===== src/sar_cfg.svh =====
// constants for the alert response responder
// assumes a 200 MHz core clock and an slow i2c bus sampled by it
`ifndef SAR_CFG_SVH
`define SAR_CFG_SVH

`define SAR_ARA_ADDR   7'h0C
`define SAR_OWN_ADDR   7'h64
`define SAR_ADDR_BITS  4'd7
`define SAR_BYTE_BITS  4'd8

`endif


===== src/sar_pkg.sv =====
// types for the alert response responder
// assumes the constants header is included by the design file
package sar_pkg;

  typedef struct packed {
    logic scl;
    logic sda;
  } sar_bus_in_t;

  typedef struct packed {
    logic sda_o;
    logic sda_oe;
  } sar_bus_out_t;

  typedef enum logic [5:0] {
    SAR_IDLE  = 6'b000001,
    SAR_RXADR = 6'b000010,
    SAR_ACK   = 6'b000100,
    SAR_TX    = 6'b001000,
    SAR_MACK  = 6'b010000,
    SAR_WAIT  = 6'b100000
  } sar_state_t;

endpackage


===== src/sar_responder.sv =====
// alert response responder: answers the alert response address
// assumes scl/sda pins are open drain with external pull-ups
// Operation
// - alerting device acks, sends own address, one
// - sampled zero while sending one: stop driving
// - after lost arbitration, alert stays; retry later
// - clean send releases the alert output
// - after success ignore until new alert event
// - only pull lines low, never drive high
`timescale 1ns/1ps
`include "sar_cfg.svh"

module sar_responder (
  input  wire logic                  core_clk,
  input  wire logic                  rst,
  input  wire sar_pkg::sar_bus_in_t  bus_in,
  input  wire logic                  alert_event,
  output      sar_pkg::sar_bus_out_t bus_out,
  output      logic                  alert_output_pin_o,
  output      logic                  alert_output_pin_oe
);
  import sar_pkg::*;

  // ****************************************************
  // pin synchronisers
  // ****************************************************
  logic [1:0] scl_sync_q;
  logic [1:0] sda_sync_q;
  logic       scl_q;
  logic       sda_q;

  always_ff @(posedge core_clk) begin
    if (rst) begin
      scl_sync_q <= 2'h3;
      sda_sync_q <= 2'h3;
      scl_q      <= 1'b1;
      sda_q      <= 1'b1;
    end else begin
      scl_sync_q <= {scl_sync_q[0], bus_in.scl};
      sda_sync_q <= {sda_sync_q[0], bus_in.sda};
      scl_q      <= scl_sync_q[1];
      sda_q      <= sda_sync_q[1];
    end
  end

  logic scl_rise;
  logic scl_fall;
  logic start_det;
  logic stop_det;

  assign scl_rise  = scl_sync_q[1] & ~scl_q;
  assign scl_fall  = ~scl_sync_q[1] & scl_q;
  // both conditions only while scl stays high
  assign start_det = scl_sync_q[1] & scl_q & sda_q & ~sda_sync_q[1];
  assign stop_det  = scl_sync_q[1] & scl_q & ~sda_q & sda_sync_q[1];

  // ****************************************************
  // alert flag
  // ****************************************************
  logic alert_q;
  logic win_pulse;

  // a new event wins over a release in the same cycle
  always_ff @(posedge core_clk) begin
    if (rst) begin
      alert_q <= 1'b0;
    end else if (alert_event) begin
      alert_q <= 1'b1;
    end else if (win_pulse) begin
      alert_q <= 1'b0;
    end
  end

  // open drain: output value is always low
  assign alert_output_pin_o  = 1'b0;
  assign alert_output_pin_oe = alert_q;

  // ****************************************************
  // protocol engine
  // ****************************************************
  sar_state_t state_q;
  logic [3:0] bit_cnt_q;
  logic [7:0] shift_q;
  logic       drive_low_q;
  logic       win_q;
  logic [7:0] tx_byte;

  assign tx_byte   = {`SAR_OWN_ADDR, 1'b1};
  assign win_pulse = win_q;

  always_ff @(posedge core_clk) begin
    if (rst) begin
      state_q     <= SAR_IDLE;
      bit_cnt_q   <= 4'h0;
      shift_q     <= 8'h00;
      drive_low_q <= 1'b0;
      win_q       <= 1'b0;
    end else begin
      win_q <= 1'b0;
      if (start_det) begin
        state_q     <= SAR_RXADR;
        bit_cnt_q   <= 4'h0;
        drive_low_q <= 1'b0;
      end else if (stop_det) begin
        state_q     <= SAR_IDLE;
        drive_low_q <= 1'b0;
      end else begin
        unique case (state_q)
          SAR_IDLE, SAR_WAIT: begin
            drive_low_q <= 1'b0;
          end
          SAR_RXADR: begin
            if (scl_rise) begin
              shift_q   <= {shift_q[6:0], sda_q};
              bit_cnt_q <= bit_cnt_q + 4'h1;
            end
            if (scl_fall && bit_cnt_q == `SAR_BYTE_BITS) begin
              if (shift_q == {`SAR_ARA_ADDR, 1'b1} && alert_q) begin
                state_q     <= SAR_ACK;
                drive_low_q <= 1'b1;
              end else begin
                state_q <= SAR_WAIT;
              end
            end
          end
          SAR_ACK: begin
            if (scl_fall) begin
              state_q     <= SAR_TX;
              bit_cnt_q   <= 4'h0;
              drive_low_q <= ~tx_byte[7];
            end
          end
          SAR_TX: begin
            if (scl_rise) begin
              if (!drive_low_q && !sda_q) begin
                // another device owns the bus; alert kept
                state_q     <= SAR_WAIT;
                drive_low_q <= 1'b0;
              end else begin
                bit_cnt_q <= bit_cnt_q + 4'h1;
              end
            end
            if (scl_fall) begin
              if (bit_cnt_q == `SAR_BYTE_BITS) begin
                state_q     <= SAR_MACK;
                drive_low_q <= 1'b0;
                win_q       <= 1'b1;
              end else begin
                drive_low_q <= ~tx_byte[3'd7 - bit_cnt_q[2:0]];
              end
            end
          end
          SAR_MACK: begin
            drive_low_q <= 1'b0;
            if (scl_fall) begin
              state_q <= SAR_WAIT;
            end
          end
        endcase
      end
    end
  end

  assign bus_out.sda_o  = 1'b0;
  assign bus_out.sda_oe = drive_low_q;

endmodule


===== config.mk =====
export PLATFORM = sky130hd
export DESIGN_NAME = sar_responder
export DESIGN_NICKNAME = d
export VERILOG_FILES = /design/src/sar_pkg.sv /design/src/sar_responder.sv
export VERILOG_INCLUDE_DIRS = /design/src
export SDC_FILE = /design/constraint.sdc
export NUM_CORES = 1
export LEC_CHECK = 0
export ABC_AREA = 1
export BUFFER_PORTS_ARGS = -buffer_cell sky130_fd_sc_hd__clkbuf_2
export CORE_UTILIZATION = 45
export DETAILED_ROUTE_END_ITERATION = 8
export GPL_TIMING_DRIVEN = 1
export PLACE_DENSITY = 0.63
export SLEW_MARGIN = 15
export SYNTH_ARGS = -nofsm -noshare
export SYNTH_HDL_FRONTEND = slang
export SYNTH_SLANG_ARGS = --single-unit

===== constraint.sdc =====
create_clock -name core_clk -period 2.9 [get_ports core_clk]
set_input_delay 0 -clock core_clk [delete_from_list [all_inputs] [get_ports core_clk]]
set_output_delay 0 -clock core_clk [all_outputs]
set_load 0.01 [all_outputs]

==> results_dict.tcl <==
set metrics [dict create \
    status "finished, final reports clean" \
    slowest_delay_ns 0.40 \
    synth_top_area_share_pct 37.4 \
    numPortBuffers 6 \
    die_y_um 58.7 \
    dpl.hpwl_mm 2.32 \
    fill_cells 323 \
    synth.avg_cell_area_sq_um 7.08 \
    grt-ovfl-total 0 \
    core-area_sq_um 3050 \
    powerDensity_nw_per_um2 379 \
    p_leak_uw 0.000705 \
    maxCapViolCount 0 \
    drt_first_iter_violations 40 \
    cts_resized 0 \
    critPathTopFamily "simple AND/OR/NAND/NOR gates" \
    cts_hold_buf 7 \
    post_cts_buffers 0 \
    path_buf_inv 2 \
    gr-usage-met3_pct 1.98 \
    ys_async_sr_fraction_pct 0 \
    vias_per_cell 4.91 \
    hold_viol_final 0 \
    use_met2_pct 34.3 \
    cp.depth 9 \
    critPathRequiredTime_ns 3.17 \
    dp_slack_ns 1.37 \
    cts_tree "yes" \
    gp_congestion 0.908 \
    drive_gt1_share_pct 13.8 \
    synth_edf_count 0 \
    critPathSlowestCell "dfxtp_1" \
    reg2reg_depth 9 \
    wl_per_cell_um 11.6 \
    cp-startpoint "scl_sync_q[1]$_SDFF_PP1_" \
    end_kind "register" \
    yosysMostFrequentCell "nand2_1" \
    clk_pin_slew_worst_paths_ns 0.15 \
    finalNetCount 229 \
    cts_root_buf "clkbuf_4" \
    rr_endpoint "state_q[1]$_SDFFE_PP0P_" \
    vdd_drop_max_v 0.000219 \
    cts_made_buffers 3 \
    grt_busiest_layer "met2" \
    grt_first_pass_wirelength_mm 5.27 \
    crit_top_cell "inv_1" \
    fmax_mhz 632 \
    finalSetupTns_ns 0 \
    insertion_delay_ns 0.32 \
    cts_buffer_depth 2 \
    die_area_sq_um 3440 \
    hold_class "reg2reg" \
    setup_ws_ns 1.32 \
    utilization_pct 52.5 \
    num_io_pins 9 \
    timing.final.crit_period_ns 1.58 \
    ant_nets 0 \
    track_usage_pct 19.9 \
    arrival_ns 1.85 \
    grt_use_met1_pct 25.6 \
    antenna_found_initial 0 \
    drtPass1Iterations 4 \
    intPower_uw 457 \
    ys.flop_type "dfxtp_1" \
    grt_max_degree 15 \
    finClkSkew_ns 0.00321 \
    worstSetupEndpoint "state_q[1]$_SDFFE_PP0P_" \
    via_count 1286 \
    timing.rr.start "scl_sync_q[1]$_SDFF_PP1_" \
    yosysTopAreaCell "dfxtp_1" \
    synth_commonest_cells "nand2_1 (33), inv_1 (28), dfxtp_1 (27), nor2_1 (26), nand3_1 (17)" \
    die_w_um 58.7 \
    critPathLaunchType "register" \
    initial_utilization_pct 47.3 \
    worstPathMaxFanout 5 \
    drt_wl_total_mm 3.05 \
    p_clk_share_pct 27.3 \
    insertedDiodeCount 0 \
    grt_pass1_vias 1242 \
    p_sw_uw 151 \
    yosysWarnings 0 \
    ys_seq_area_share_pct 37.4 \
    synth_cell_types 27 \
    drv_slew 0 \
    numClockSinks 27 \
    p_seq_share_pct 63.4 \
    reg2reg_slack_ns 1.32 \
    fin_crit_sh_pct 54.6 \
    fp-row-count 20 \
    combinationalPowerShare_pct 9.3 \
    synth_seq_cells 27 \
    synth_area_leaders "dfxtp_1 (37%), nand2_1 (8.6%), inv_1 (7.3%)" \
    h-tree-depth 1 \
    p_sw_share_pct 24.9 \
    crit_chain "inv_1 -> ha_1 -> inv_1 -> nand4_1 -> nand2_1 -> nor2_1 -> nand2_2 -> nand3_1 -> a21oi_1" \
    path_class "reg2reg" \
    drc 0 \
    syn_area_sq_um 1450 \
    setup_viol_count_final 0 \
    rsz0062_at_grt "no" \
    min_path_cells 1 \
    synthCells 204 \
    syn_to_final_growth_pct 10.9 \
]
## sequential cells by signal, indices dropped and copies added (netlist names)
name,flops
scl_q,1
scl_sync_q,2
shift_q,8
sda_sync_q,2
sda_q,1
win_pulse,1
state_q,6
bit_cnt_q,4
alert_output_pin_oe,1
drive_low_q,1
## layout make-up
cell class / count / area (sq um) / share of cell area (%)
Inverter: 30 / 114 / 7.10
Multi-Input combinational cell: 144 / 767 / 47.9
Sequential cell: 27 / 541 / 33.7
Tap cell: 44 / 55.1 / 3.43
Clock buffer: 4 / 26.3 / 1.64
Timing Repair Buffer: 13 / 100 / 6.25
## power by group through the flow
stage               sequential (uW)  clock, uW  combinational (uW)
global placement                393          0                47.6
finish                          386        166                56.8
global route                    387        188                64.1
floorplan                       392          0                38.3
CTS                             386        174                56.1
detailed placement              394          0                48.4
## how the worst min path moves through the flow
stage | startpoint | endpoint | slack (ns)
global placement | bus_in[1] | scl_sync_q[0]$_SDFF_PP1_ | 0.19
CTS | sda_sync_q[0]$_SDFF_PP1_ | sda_sync_q[1]$_SDFF_PP1_ | 0.43
global route | rst | state_q[1]$_SDFFE_PP0P_ | 0.44
finish | sda_sync_q[0]$_SDFF_PP1_ | sda_sync_q[1]$_SDFF_PP1_ | 0.43
floorplan | rst | state_q[1]$_SDFFE_PP0P_ | 0.07
detailed placement | bus_in[0] | sda_sync_q[0]$_SDFF_PP1_ | 0.19
## metrics by stage
step                      instances  power, uW  cell area, sq um  hold WS [ns]
after floorplan                 205        431              1450        0.0691
after global placement          251        441              1510         0.187
after detailed placement        251        442              1510         0.188
after CTS                       262        615              1600         0.435
after global routing            262        639              1600         0.439
final                           262        608              1600         0.431
## routing by layer
metal | wire length (um) | part of all wire [%]
met4 | 22 | 0.72
met1 | 1460 | 48
met5 | 0 | 0
met3 | 68 | 2.2
met2 | 1490 | 49
## cells in the final DEF (no fill, tap or decap), types with 4 or more instances in the layout
cell type      instances
a21oi_1               15
nand4_1                7
or2_2                  5
inv_1                 28
o21ai_0               15
dlygate4sd3_1          7
ha_1                   5
nor2_4                 4
dfxtp_1               27
clkbuf_2               6
nand2_1               33
nand3_1               17
nor2_1                26
## kinds of logic after synthesis
group	synth area share [%]
other cells	0.259
fa+ha+maj	4.33
xor+xnor	1.21
simple gates	34.9
buf+inv	9.78
flops	37.4
compound gates	12.1
(Power assumes the default switching activity.)
